### config.mk
export PLATFORM = sky130hd
export DESIGN_NAME = crs_regs
export DESIGN_NICKNAME = d
export VERILOG_FILES = /design/src/verilog/crs_pkg.sv /design/src/verilog/crs_regs.sv
export VERILOG_INCLUDE_DIRS = /design/src /design/src/verilog
export SDC_FILE = /design/constraint.sdc
export NUM_CORES = 1
export LEC_CHECK = 0
export BUFFER_PORTS_ARGS = -buffer_cell sky130_fd_sc_hd__buf_2
export CAP_MARGIN = 20
export CORE_UTILIZATION = 30
export CTS_BUF_LIST = sky130_fd_sc_hd__clkbuf_4 sky130_fd_sc_hd__clkbuf_8 sky130_fd_sc_hd__clkbuf_16
export CTS_CLUSTER_DIAMETER = 100
export DETAILED_ROUTE_END_ITERATION = 6
export GPL_ROUTABILITY_DRIVEN = 0
export PLACE_DENSITY_LB_ADDON = 0.12
export SKIP_LAST_GASP = 1
export SLEW_MARGIN = 20
export SYNTH_ARGS = -nofsm -noshare
export SYNTH_HDL_FRONTEND = slang
export SYNTH_SLANG_ARGS = --single-unit
### constraint.sdc
create_clock -name pclk -period 3.45 [get_ports pclk]
set_input_delay 1.035 -clock pclk [delete_from_list [all_inputs] [get_ports pclk]]
set_output_delay 1.035 -clock pclk [all_outputs]
set_load 0.1 [all_outputs]
### src/verilog/crs_defs.svh
/*
 * Constants of the filler, checksum and pin bank B register slice.
 * Assumes inclusion by bare name from the testbench and the design file.
 */
`ifndef CRS_DEFS_SVH
`define CRS_DEFS_SVH

// ==========================================================
// Register indices (byte address is four times the index)
`define CRS_IDX_FILLER_ONE    8'ha1
`define CRS_IDX_FILLER_TWO    8'ha2
`define CRS_IDX_FILLER_THREE  8'ha3
`define CRS_IDX_SEC_TWO_SUM   8'hbe
`define CRS_IDX_SEC_THREE_CFG 8'hc0
`define CRS_IDX_PIN_BANK_B    8'hc1
`define CRS_IDX_CHECK_CTRL    8'hf0
`define CRS_IDX_SEC_THREE_SUM 8'hf1
`define CRS_IDX_CHECK_STATUS  8'hf2

// ==========================================================
// Reset values
`define CRS_RST_FILLER        16'h0000
`define CRS_RST_SUM           16'h0000
`define CRS_RST_SEC_THREE_CFG 16'h0000
`define CRS_RST_PIN_BANK_B    16'h8000

// ==========================================================
// Writable masks and fixed bits
`define CRS_MASK_FILLER_TWO   16'hff00
`define CRS_MASK_SEC_THREE    16'h8007
`define CRS_MASK_PIN_BANK_B   16'h7fff
`define CRS_FIXED_PIN_BANK_B  16'h8000

// ==========================================================
// Field positions
`define CRS_BIT_SEC_THREE_EN  15
`define CRS_BIT_DIR0          8
`define CRS_BIT_FMT0          10
`define CRS_BIT_TB0_LO        4
`define CRS_BIT_OUT0          0
`define CRS_BIT_SEC_TWO_EN    0

// ==========================================================
// Pulse decode time bases, master clock periods
`define CRS_TB_CODE0          11'd16
`define CRS_TB_CODE1          11'd64
`define CRS_TB_CODE2          11'd256
`define CRS_TB_CODE3          11'd1024

// ==========================================================
// Checksum polynomial and seed
`define CRS_CRC_POLY          16'h1021
`define CRS_CRC_SEED          16'hffff

`endif

### src/verilog/crs_pkg.sv
/*
 * Types of the filler, checksum and pin bank B register slice.
 * Assumes crs_defs.svh is on the include path.
 */
package crs_pkg;

	// ==========================================================
	// Types
	typedef logic [15:0] crs_word_type;

	typedef enum logic [1:0] {
		CRS_TB_16   = 2'b00,
		CRS_TB_64   = 2'b01,
		CRS_TB_256  = 2'b10,
		CRS_TB_1024 = 2'b11
	} crs_timebase_type;

	typedef enum logic [2:0] {
		CRS_DAC_P1  = 3'b000,
		CRS_DAC_P2  = 3'b001,
		CRS_DAC_P4  = 3'b010,
		CRS_DAC_P9  = 3'b011,
		CRS_DAC_P18 = 3'b100,
		CRS_DAC_P36 = 3'b101,
		CRS_DAC_N4  = 3'b110,
		CRS_DAC_N9  = 3'b111
	} crs_dac_code_type;

endpackage

### src/verilog/crs_regs.sv
/*
 * APB register slice: filler words, section checksums, test DAC B level
 * and pin bank B with static and pulse-width input decoding.
 * Assumes pclk is the 25 MHz master clock and that the APB master keeps
 * the usual setup/access sequence; pin inputs are synchronous to pclk.
 */
// What this block does
// Filler fields store what is written and read it back, steering nothing but the section-two checksum.
// Filler words A1h, A2h and A3h feed the section-two checksum.
// At A2h only bits 15:8 are writable; bits 7:0 read as zero.
// The three filler words reset to zero.
// A 16-bit read/write register at BEh holds the section-two checksum.
// The section-two checksum register resets to zero.
// Bit 15 at C0h enables the section-three checksum, reset off.
// Bits 2:0 at C0h pick the test DAC B multiple 1,2,4,9,18,36,-4,-9.
// Bits 14:3 at C0h read zero and the whole register resets to zero.
// The pin bank B register at C1h resets to 8000h with bit 15 reading one.
// Bits 9 and 8 make pins 1B and 0B outputs when set, inputs when clear.
// Bits 1 and 0 give the driven level of output pins, ignored for inputs.
// Bits 11 and 10 choose static or pulse-width decoding for inputs only.
// Fields 7:6 and 5:4 pick a 16, 64, 256 or 1024 clock decode window.
// An enabled section checksum is recomputed and a mismatch is flagged.
`include "crs_defs.svh"

module crs_regs
(
	// APB clock and reset
	input  wire logic        pclk,
	input  wire logic        presetn,
	// APB slave
	input  wire logic        psel,
	input  wire logic        penable,
	input  wire logic        pwrite,
	input  wire logic [11:0] paddr,
	input  wire logic [31:0] pwdata,
	input  wire logic [3:0]  pstrb,
	output logic      [31:0] prdata,
	output logic             pready,
	output logic             pslverr,
	// Pin bank B, bit 0 is pin 0B
	input  wire logic [1:0]  pin_in,
	output logic      [1:0]  pin_out,
	output logic      [1:0]  pin_oe,
	output logic      [1:0]  pin_level,
	// Test DAC B
	output logic      [2:0]  test_dac_b_level,
	output logic      [6:0]  test_dac_b_units,
	// Checksum
	output logic             section_three_checksum_enable,
	output logic             section_two_mismatch,
	output logic             section_three_mismatch
);

	// ==========================================================
	// Checksum step, one word MSB first
	function automatic crs_pkg::crs_word_type crc_word(
		input crs_pkg::crs_word_type crc_in,
		input crs_pkg::crs_word_type word
	);
		crs_pkg::crs_word_type c;
		logic                  fb;
		c = crc_in;
		for (int i = 15; i >= 0; i--)
		begin
			fb = c[15] ^ word[i];
			c = {c[14:0], 1'b0};
			if (fb)
				c = c ^ `CRS_CRC_POLY;
		end
		return c;
	endfunction

	// ==========================================================
	// Storage
	crs_pkg::crs_word_type filler_one_reg;
	crs_pkg::crs_word_type filler_two_reg;
	crs_pkg::crs_word_type filler_three_reg;
	crs_pkg::crs_word_type sec_two_sum_reg;
	crs_pkg::crs_word_type sec_three_cfg_reg;
	crs_pkg::crs_word_type pin_bank_b_reg;
	crs_pkg::crs_word_type sec_three_sum_reg;
	logic                  sec_two_en_reg;
	logic                  sec_two_mis_reg;
	logic                  sec_three_mis_reg;
	logic [31:0]           prdata_reg;
	logic                  pslverr_reg;
	logic [1:0]            pin_out_reg;
	logic [1:0]            pin_oe_reg;
	logic [1:0]            pin_level_reg;

	// ==========================================================
	// Address decode
	wire logic [7:0]            idx        = paddr[9:2];
	wire logic                  aligned    = (paddr[1:0] == 2'b00) && (paddr[11:10] == 2'b00);
	wire logic                  setup      = psel && !penable;
	wire logic                  access     = psel && penable;
	wire logic                  wr_en      = access && pwrite && !pslverr_reg;
	wire crs_pkg::crs_word_type lane_mask  = {{8{pstrb[1]}}, {8{pstrb[0]}}};
	wire crs_pkg::crs_word_type wdata      = pwdata[15:0];

	wire logic sel_f1 = aligned && (idx == `CRS_IDX_FILLER_ONE);
	wire logic sel_f2 = aligned && (idx == `CRS_IDX_FILLER_TWO);
	wire logic sel_f3 = aligned && (idx == `CRS_IDX_FILLER_THREE);
	wire logic sel_s2 = aligned && (idx == `CRS_IDX_SEC_TWO_SUM);
	wire logic sel_c0 = aligned && (idx == `CRS_IDX_SEC_THREE_CFG);
	wire logic sel_c1 = aligned && (idx == `CRS_IDX_PIN_BANK_B);
	wire logic sel_ct = aligned && (idx == `CRS_IDX_CHECK_CTRL);
	wire logic sel_s3 = aligned && (idx == `CRS_IDX_SEC_THREE_SUM);
	wire logic sel_st = aligned && (idx == `CRS_IDX_CHECK_STATUS);
	wire logic mapped = sel_f1 || sel_f2 || sel_f3 || sel_s2 || sel_c0 || sel_c1
		|| sel_ct || sel_s3 || sel_st;

	// ==========================================================
	// Read views, reserved bits forced
	wire crs_pkg::crs_word_type view_f2 = filler_two_reg & `CRS_MASK_FILLER_TWO;
	wire crs_pkg::crs_word_type view_c0 = sec_three_cfg_reg & `CRS_MASK_SEC_THREE;
	wire crs_pkg::crs_word_type view_c1 = pin_bank_b_reg | `CRS_FIXED_PIN_BANK_B;
	wire crs_pkg::crs_word_type view_st = {10'h000, pin_level_reg, 1'b0, sec_three_mis_reg,
		sec_two_mis_reg, 1'b0};

	// Unmapped indices read as zero
	crs_pkg::crs_word_type rd_word;
	always_comb
	begin
		if (sel_f1)
			rd_word = filler_one_reg;
		else if (sel_f2)
			rd_word = view_f2;
		else if (sel_f3)
			rd_word = filler_three_reg;
		else if (sel_s2)
			rd_word = sec_two_sum_reg;
		else if (sel_c0)
			rd_word = view_c0;
		else if (sel_c1)
			rd_word = view_c1;
		else if (sel_ct)
			rd_word = {15'h0000, sec_two_en_reg};
		else if (sel_s3)
			rd_word = sec_three_sum_reg;
		else if (sel_st)
			rd_word = view_st;
		else
			rd_word = 16'h0000;
	end

	// ==========================================================
	// Write merge by byte lane
	function automatic crs_pkg::crs_word_type merge(
		input crs_pkg::crs_word_type old,
		input crs_pkg::crs_word_type nw,
		input crs_pkg::crs_word_type m
	);
		return (old & ~m) | (nw & m);
	endfunction

	wire crs_pkg::crs_word_type f1_next = merge(filler_one_reg, wdata, lane_mask);
	wire crs_pkg::crs_word_type f2_next = merge(filler_two_reg, wdata,
		lane_mask & `CRS_MASK_FILLER_TWO);
	wire crs_pkg::crs_word_type f3_next = merge(filler_three_reg, wdata, lane_mask);
	wire crs_pkg::crs_word_type s2_next = merge(sec_two_sum_reg, wdata, lane_mask);
	wire crs_pkg::crs_word_type c0_next = merge(sec_three_cfg_reg, wdata,
		lane_mask & `CRS_MASK_SEC_THREE);
	wire crs_pkg::crs_word_type c1_next = merge(pin_bank_b_reg, wdata,
		lane_mask & `CRS_MASK_PIN_BANK_B);
	wire crs_pkg::crs_word_type s3_next = merge(sec_three_sum_reg, wdata, lane_mask);

	// ==========================================================
	// APB answer: decoded in setup, ready in access with no wait
	always_ff @(posedge pclk or negedge presetn)
	begin
		if (!presetn)
		begin
			prdata_reg  <= 32'h0000_0000;
			pslverr_reg <= 1'b0;
		end
		else if (setup)
		begin
			prdata_reg  <= pwrite ? 32'h0000_0000 : {16'h0000, rd_word};
			pslverr_reg <= !mapped;
		end
	end

	// No wait states: answer stands in the first access cycle
	assign prdata  = prdata_reg;
	assign pready  = 1'b1;
	assign pslverr = access && pslverr_reg;

	// ==========================================================
	// Register writes
	always_ff @(posedge pclk or negedge presetn)
	begin
		if (!presetn)
		begin
			filler_one_reg    <= `CRS_RST_FILLER;
			filler_two_reg    <= `CRS_RST_FILLER;
			filler_three_reg  <= `CRS_RST_FILLER;
			sec_two_sum_reg   <= `CRS_RST_SUM;
			sec_three_cfg_reg <= `CRS_RST_SEC_THREE_CFG;
			pin_bank_b_reg    <= `CRS_RST_PIN_BANK_B;
			sec_three_sum_reg <= `CRS_RST_SUM;
			sec_two_en_reg    <= 1'b0;
		end
		else if (wr_en)
		begin
			if (sel_f1)
				filler_one_reg <= f1_next;
			if (sel_f2)
				filler_two_reg <= f2_next;
			if (sel_f3)
				filler_three_reg <= f3_next;
			if (sel_s2)
				sec_two_sum_reg <= s2_next;
			if (sel_c0)
				sec_three_cfg_reg <= c0_next;
			if (sel_c1)
				pin_bank_b_reg <= c1_next;
			if (sel_s3)
				sec_three_sum_reg <= s3_next;
			if (sel_ct && pstrb[0])
				sec_two_en_reg <= wdata[`CRS_BIT_SEC_TWO_EN];
		end
	end

	// ==========================================================
	// Checksums over readable register images
	wire crs_pkg::crs_word_type sum_two = crc_word(crc_word(crc_word(`CRS_CRC_SEED,
		filler_one_reg), view_f2), filler_three_reg);
	wire crs_pkg::crs_word_type sum_three = crc_word(crc_word(`CRS_CRC_SEED,
		view_c0), view_c1);

	// Disabled sections report no mismatch, so stale sums stay silent
	always_ff @(posedge pclk or negedge presetn)
	begin
		if (!presetn)
		begin
			sec_two_mis_reg   <= 1'b0;
			sec_three_mis_reg <= 1'b0;
		end
		else
		begin
			sec_two_mis_reg   <= sec_two_en_reg && (sum_two != sec_two_sum_reg);
			sec_three_mis_reg <= section_three_checksum_enable
				&& (sum_three != sec_three_sum_reg);
		end
	end

	assign section_two_mismatch          = sec_two_mis_reg;
	assign section_three_mismatch        = sec_three_mis_reg;
	assign section_three_checksum_enable = sec_three_cfg_reg[`CRS_BIT_SEC_THREE_EN];

	// ==========================================================
	// Test DAC B level and signed multiple
	// Level shows the raw code; units give its signed multiple
	assign test_dac_b_level = sec_three_cfg_reg[2:0];

	always_comb
	begin
		case (crs_pkg::crs_dac_code_type'(sec_three_cfg_reg[2:0]))
			crs_pkg::CRS_DAC_P1:  test_dac_b_units = 7'h01;
			crs_pkg::CRS_DAC_P2:  test_dac_b_units = 7'h02;
			crs_pkg::CRS_DAC_P4:  test_dac_b_units = 7'h04;
			crs_pkg::CRS_DAC_P9:  test_dac_b_units = 7'h09;
			crs_pkg::CRS_DAC_P18: test_dac_b_units = 7'h12;
			crs_pkg::CRS_DAC_P36: test_dac_b_units = 7'h24;
			crs_pkg::CRS_DAC_N4:  test_dac_b_units = 7'h7c;
			default:              test_dac_b_units = 7'h77;
		endcase
	end

	// ==========================================================
	// Pin bank B, one slice per pin
	for (genvar p = 0; p < 2; p++)
	begin : g_pin
		logic [10:0] win_cnt_reg;
		logic [10:0] high_cnt_reg;
		logic        decoded_reg;

		wire logic       dir    = pin_bank_b_reg[`CRS_BIT_DIR0 + p];
		wire logic       fmt    = pin_bank_b_reg[`CRS_BIT_FMT0 + p];
		wire logic [1:0] tb_sel = pin_bank_b_reg[`CRS_BIT_TB0_LO + 2 * p +: 2];
		logic [10:0]     tb_len;

		always_comb
		begin
			case (crs_pkg::crs_timebase_type'(tb_sel))
				crs_pkg::CRS_TB_16:  tb_len = `CRS_TB_CODE0;
				crs_pkg::CRS_TB_64:  tb_len = `CRS_TB_CODE1;
				crs_pkg::CRS_TB_256: tb_len = `CRS_TB_CODE2;
				default:             tb_len = `CRS_TB_CODE3;
			endcase
		end

		// A shorter time base picked mid-window ends that window at once if the count has already reached its new length
		wire logic        win_end   = (win_cnt_reg >= tb_len - 11'd1);
		wire logic [10:0] high_next = high_cnt_reg + {10'h000, pin_in[p]};

		// Majority of high samples over one window decides the level
		always_ff @(posedge pclk or negedge presetn)
		begin
			if (!presetn)
			begin
				win_cnt_reg  <= 11'd0;
				high_cnt_reg <= 11'd0;
				decoded_reg  <= 1'b0;
			end
			else if (win_end)
			begin
				win_cnt_reg  <= 11'd0;
				high_cnt_reg <= 11'd0;
				decoded_reg  <= (high_next > {1'b0, tb_len[10:1]});
			end
			else
			begin
				win_cnt_reg  <= win_cnt_reg + 11'd1;
				high_cnt_reg <= high_next;
			end
		end

		// Outputs are always static; decode applies to inputs only
		always_ff @(posedge pclk or negedge presetn)
		begin
			if (!presetn)
			begin
				pin_out_reg[p]   <= 1'b0;
				pin_oe_reg[p]    <= 1'b0;
				pin_level_reg[p] <= 1'b0;
			end
			else
			begin
				pin_oe_reg[p]    <= dir;
				pin_out_reg[p]   <= dir && pin_bank_b_reg[`CRS_BIT_OUT0 + p];
				pin_level_reg[p] <= (!dir && fmt) ? decoded_reg : pin_in[p];
			end
		end
	end

	assign pin_out   = pin_out_reg;
	assign pin_oe    = pin_oe_reg;
	assign pin_level = pin_level_reg;

endmodule // crs_regs
==> flow_summary.json, run 1 <==
{
  "final_nets": 1201,
  "min_to": "prdata[10]",
  "port_buffers": 72,
  "yosysTopAreaCellShare_pct": 39.92,
  "synth-async-reset-ratio_pct": 100.0,
  "cts_buffer_depth": 2,
  "cp.depth": 9,
  "worst_slack_ns": 0.02038,
  "wl_per_cell_um": 19.69,
  "cp-end-kind": "register",
  "postCtsHoldBufs": 0,
  "timing.final.crit_share_pct": 99.41,
  "clkSinkCount": 163,
  "synthTopCellsByCount": "163 x dfrtp_1, 101 x xnor2_1, 95 x mux2_2",
  "r2r_cells": 9,
  "tightest_slew_ns": 0.7883,
  "coreArea_mm2": 0.03353,
  "synth_area_leaders": "dfrtp_1 40%, mux2_2 10%, xnor2_1 8.7%",
  "rsz0062_at_grt": "yes",
  "ys_ff_latch": 163,
  "drc": 0,
  "critPathLaunchType": "register",
  "chipHeight_um": 186.6,
  "wl_mm": 31.09,
  "fin_skew_ns": 0.01069,
  "powerDensity_mw_per_mm2": 394.1,
  "cts_root_buf": "clkbuf_16",
  "max_freq_ghz": 0.2916,
  "status": "complete, no violations",
  "path_cells": "xnor3_1 -> xor2_2 -> xor3_1 -> xnor3_2 -> xor3_2 -> xnor3_2 -> nor4_2 -> nor4_2 -> o41a_1",
  "final_cell_count_no_fill": 1579,
  "synth_area_mm2": 0.01022,
  "vias": 7473,
  "cp_top_family": "XOR/XNOR gates",
  "place_ws_ns": -0.2335,
  "grt_use_total_pct": 18.44,
  "ys_seq_area_share_pct": 39.92,
  "slew_headroom_pct": 46.96,
  "cts_tree": "yes",
  "maxCapViolCount": 0,
  "p_leak_nw": 6.226,
  "hold_violations": 0,
  "rows": 67,
  "antenna_cells": 0,
  "yosysMostFrequentCell": "dfrtp_1",
  "viasPerCell": 4.733,
  "fill_cells": 3362,
  "ios": 108,
  "die_width_um": 186.6,
  "drive_gt1_share_pct": 34.31,
  "drt_iter0_markers": 472,
  "drv_slew": 0,
  "antenna_found_initial": 1,
  "rrSetupSlack_ns": 0.02,
  "cts-buffers-inserted": 17,
  "crit_path_max_incr_delay_ns": 0.50,
  "dp_hpwl_mm": 24.10,
  "clkTransAtPathRegs_ns": 0.07,
  "die_area_mm2": 0.03480,
  "crit_buf_inv": 0,
  "yosys.cell_types.count": 59,
  "worstHoldStart": "prdata[10]",
  "arrival_ns": 3.74,
  "synth-edff-count": 0,
  "min_period_ns": 3.430,
  "grt_max_degree": 59,
  "critPathRequiredTime_ns": 3.76,
  "crit_fanout": 4,
  "min_path_type": "reg2reg",
  "grt_pass1_vias": 7511,
  "grt_remaining_overflow": 0,
  "r2r-end": "section_two_mismatch",
  "finalSetupTns_ns": 0,
  "fin_hold_ws_ns": 0.4810,
  "peakVddDrop_mv": 0.3405,
  "final_util_pct": 38.43,
  "synth_top_area_cell": "dfrtp_1",
  "critPathKind": "reg2reg",
  "synthCells": 929,
  "ys.flop_type": "dfrtp_1",
  "hold-path-cell-count": 1,
  "areaGrowthSynthToFinish_pct": 26.12,
  "drt.antenna.violating_nets": 0,
  "grt_pass1_wl_mm": 47.59,
  "synth_warnings": 0,
  "finalSetupViolCount": 0,
  "synth_area_per_cell_um2": 11.00,
  "htree_levels": 4,
  "placed_cells": 1537,
  "start_util_pct": 30.47,
  "dr.pass1.iters": 6,
  "clk_latency_ns": 0.44,
  "cpMaxStageDelayCell": "dfrtp_2"
}
cell families after synthesis:
family	after synthesis	share of synthesized area [%]
flops	163	39.92
simple gates	254	12.09
other cells	2	0.07349
fa+ha+maj	30	3.624
buf+inv	66	3.086
mux	99	10.86
compound gates	121	8.277
xor+xnor	194	22.08
layout make-up:
class	instances	area [um^2]	area share, %
Multi-Input combinational cell	715	6113	47.44
Clock inverter	12	205.2	1.592
Sequential cell	163	4088	31.72
Timing Repair Buffer	205	1406	10.91
Inverter	16	60.06	0.4660
Clock buffer	20	454.2	3.524
Tap cell	448	560.5	4.350
metrics by stage:
| stage | power [W] | cell area, um^2 |
|---|---|---|
| 3_5_place_dp | 0.002974 | 11970 |
| 2_1_floorplan | 0.002730 | 10340 |
| 4_1_cts | 0.005162 | 12840 |
| 5_1_grt | 0.005356 | 12890 |
| 3_3_place_gp | 0.002970 | 11970 |
| 6_report | 0.005079 | 12890 |
what timing repair did:
action                                  4_1_cts  5_1_grt
endpoints found under the setup margin        1        3
buffers inserted                             10        0
cloned                                        0        0
gates resized for setup                      23        7
pin swaps                                    16        2
metal layers:
| layer | GRT usage [%] | up-vias | wire (um) |
|---|---|---|---|
| met1 | 24.82 | 3659 | 14540 |
| met4 | 6.747 | 0 | 819 |
| met2 | 30.04 | 149 | 14750 |
| met3 | 2.708 | 25 | 982 |
| li1 | - | 3640 | - |
| met5 | 0 | - | 0 |
placed cells by master, fill, tap and decap left out, types with 14 or more instances in the layout:
master     instances
nand3_1           29
xnor2_2           14
nor3_1            14
o21ai_0           19
ha_1              28
nand2_1           49
nand2b_1          15
xnor3_1           21
conb_1            17
nor2_1            83
dfrtp_1          156
xor2_1            47
clkbuf_16         17
a21oi_1           27
buf_2             71
inv_1             16
xnor2_1           87
buf_4            129
mux2_2            95
a22o_1            15
worst max-delay path by stage:
stage	startpoint	to	slack, ns
6_report	register	section_two_mismatch	0.02
5_1_grt	register	section_two_mismatch	-0.08
4_1_cts	register	section_two_mismatch	0.002
3_5_place_dp	pin_in[0]	g_pin[0].decoded_reg	-0.23
3_3_place_gp	pin_in[0]	g_pin[0].decoded_reg	-0.26
2_1_floorplan	register	section_two_mismatch	0.01
worst register-to-register path: cells and delay by family (launching register included):
family           cells  cell delay [ns]
AO/OA/AOI/OAI        1             0.42
XOR/XNOR             6             2.11
AND/OR/NAND/NOR      2             0.28
flip-flops           1             0.50
power by group:
part	internal (W)	switching, W	total [W]
Combinational	0.000288	0.000496	0.000784
Clock	0.00132	0.000830	0.00215
Sequential	0.00203	0.000114	0.00214
No activity file was read; power rests on OpenSTA's default activity.
==> inputs of run 2 (changes only) <==
==> constraint.sdc (replaced) <==
create_clock -name pclk -period 3.5 [get_ports pclk]
set_input_delay 1.05 -clock pclk [delete_from_list [all_inputs] [get_ports pclk]]
set_output_delay 1.05 -clock pclk [all_outputs]
set_load 0.1 [all_outputs]
==> run 2 against run 1 <==
  * The run now ends with negative setup slack left
  * Sequential power is essentially flat
  * Setup slack lost 0.031 ns
  * Non-clock buffer count shrank 2
  * Die area is the same
  * Core utilization shrank 0.32 points
  * Final cell count shrank 0.13%
  * Via count grew 0.67%
  * Combinational power shrank 1%
  * Maximum frequency shrank 2.3%
==> flow_summary.json, run 2 (same netlist as run 1, synthesis figures left out) <==
{
  "die_width_um": 186.6,
  "cts_tree": "yes",
  "antenna_cells": 0,
  "grt_pass1_vias": 7759,
  "critPathLaunchType": "register",
  "drive_gt1_share_pct": 33.30,
  "drc": 0,
  "cts_buffer_depth": 2,
  "wl_per_cell_um": 19.48,
  "min_period_ns": 3.511,
  "cts_root_buf": "clkbuf_16",
  "final_cell_count_no_fill": 1577,
  "multi_input_area_mm2": 0.006102,
  "die_area_mm2": 0.03480,
  "layout_commonest_cell": "dfrtp_1",
  "cts-buffers-inserted": 17,
  "drv_slew": 0,
  "cp_common_cell": "buf_6",
  "regArea_mm2": 0.004084,
  "placed_cells": 1531,
  "clkTransAtPathRegs_ns": 0.07,
  "port_buffers": 72,
  "grt_use_total_pct": 18.32,
  "min_path_type": "reg2reg",
  "peakVddDrop_mv": 0.3220,
  "clkSinkCount": 163,
  "antenna_found_initial": 1,
  "status": "finished with violations",
  "critPathRequiredTime_ns": 3.82,
  "tightest_slew_ns": 0.6485,
  "viasPerCell": 4.770,
  "clk_latency_ns": 0.44,
  "htree_levels": 4,
  "dp_hpwl_mm": 23.85,
  "max_freq_ghz": 0.2849,
  "finalSetupViolCount": 1,
  "vias": 7523,
  "critPathKind": "reg2reg",
  "chipHeight_um": 186.6,
  "rows": 67,
  "crit_path_max_incr_delay_ns": 0.48,
  "grt_max_degree": 97,
  "coreArea_mm2": 0.03353,
  "path_cells": "buf_6 -> xnor2_4 -> xnor3_2 -> buf_6 -> buf_6 -> xnor2_2 -> xnor3_1 -> xor3_2 -> xnor3_2 -> and4bb_1 -> nor4_2 -> o41a_1",
  "arrival_ns": 3.83,
  "ios": 108,
  "rrSetupSlack_ns": -0.01,
  "p_leak_nw": 6.163,
  "final_nets": 1199,
  "violations": "negative setup slack",
  "dr.pass1.iters": 6,
  "rsz0062_at_grt": "yes",
  "grt_remaining_overflow": 0,
  "start_util_pct": 30.47,
  "fin_skew_ns": 0.01211,
  "wl_mm": 30.72,
  "maxCapViolCount": 0,
  "final_cell_mix": "159 x dfrtp_1, 126 x buf_4, 95 x mux2_2",
  "drt.antenna.violating_nets": 0,
  "cpMaxStageDelayCell": "xnor3_2",
  "timing.final.crit_share_pct": 100.3,
  "cp-end-kind": "register",
  "slew_headroom_pct": 56.76,
  "areaGrowthSynthToFinish_pct": 25.08,
  "powerDensity_mw_per_mm2": 378.0,
  "worst_slack_ns": -0.01056,
  "final_util_pct": 38.12,
  "crit_fanout": 4,
  "hold_violations": 0,
  "drt_iter0_markers": 439,
  "grt_pass1_wl_mm": 47.64,
  "fill_cells": 3404
}
==> run 2: where the power goes <==
| group | total (W) | switching, W | leakage (nW) | internal [W] |
|---|---|---|---|---|
| Sequential | 0.00211 | 0.000112 | 2.22 | 0.00200 |
| Clock | 0.00195 | 0.000875 | 0.285 | 0.00107 |
| Combinational | 0.000775 | 0.000490 | 3.66 | 0.000284 |
| Total | 0.00483 | 0.00148 | 6.16 | 0.00335 |
==> run 2: worst max-delay path, delay by kind of cell, from the launching register on <==
family / cells / cell delay [ns]
AND/OR/NAND/NOR: 2 / 0.28
flip-flops: 1 / 0.41
buffers and inverters: 3 / 0.38
XOR/XNOR: 6 / 1.94
AO/OA/AOI/OAI: 1 / 0.37
==> run 2: final cells by class <==
class,count,share of cell area (%)
Clock buffer,17,3.328
Timing Repair Buffer,203,10.78
Sequential cell,163,31.95
Clock inverter,15,1.341
Tap cell,448,4.386
Multi-Input combinational cell,715,47.74
Inverter,16,0.4699
==> run 2: timing repair <==
item                       in CTS  in global routing
cloned                          0                  0
setup endpoints to repair       1                  2
gates resized for setup        19                 12
hold buffers                    0                  0
pin swaps                      23                 11
buffers inserted               11                  5
==> run 2: metal layers <==
metal / track usage (%) / wire [um]
met1: 24.16 / 14400
met4: 6.274 / 819
met3: 3.329 / 926
met5: 0 / 0
met2: 30.14 / 14570
==> run 2: stage by stage <==
step | area (um^2) | hold slack, ns | total power (W) | setup TNS (ns) | setup slack, ns
2_1_floorplan | 10310 | 0.4308 | 0.002691 | 0 | 0.002532
3_3_place_gp | 11880 | 0.4547 | 0.002927 | -0.4959 | -0.2445
3_5_place_dp | 11880 | 0.4638 | 0.002927 | -0.5156 | -0.2460
4_1_cts | 12670 | 0.4782 | 0.004910 | 0 | 0.01390
5_1_grt | 12780 | 0.4878 | 0.005122 | -0.1450 | -0.1450
6_report | 12780 | 0.4780 | 0.004832 | -0.01056 | -0.01056
==> run 2: final timing paths <==
kind                       startpoint                  endpoint  cells past startpoint
setup reg to reg             register      section_two_mismatch                     12
min in group asynchronous     presetn                 prdata[8]                      1
hold / removal             prdata[10]                prdata[10]                      1
max in group asynchronous     presetn  g_pin[0].high_cnt_reg[8]                      2
setup / recovery             register      section_two_mismatch                     12
hold reg to reg            prdata[10]                prdata[10]                      1
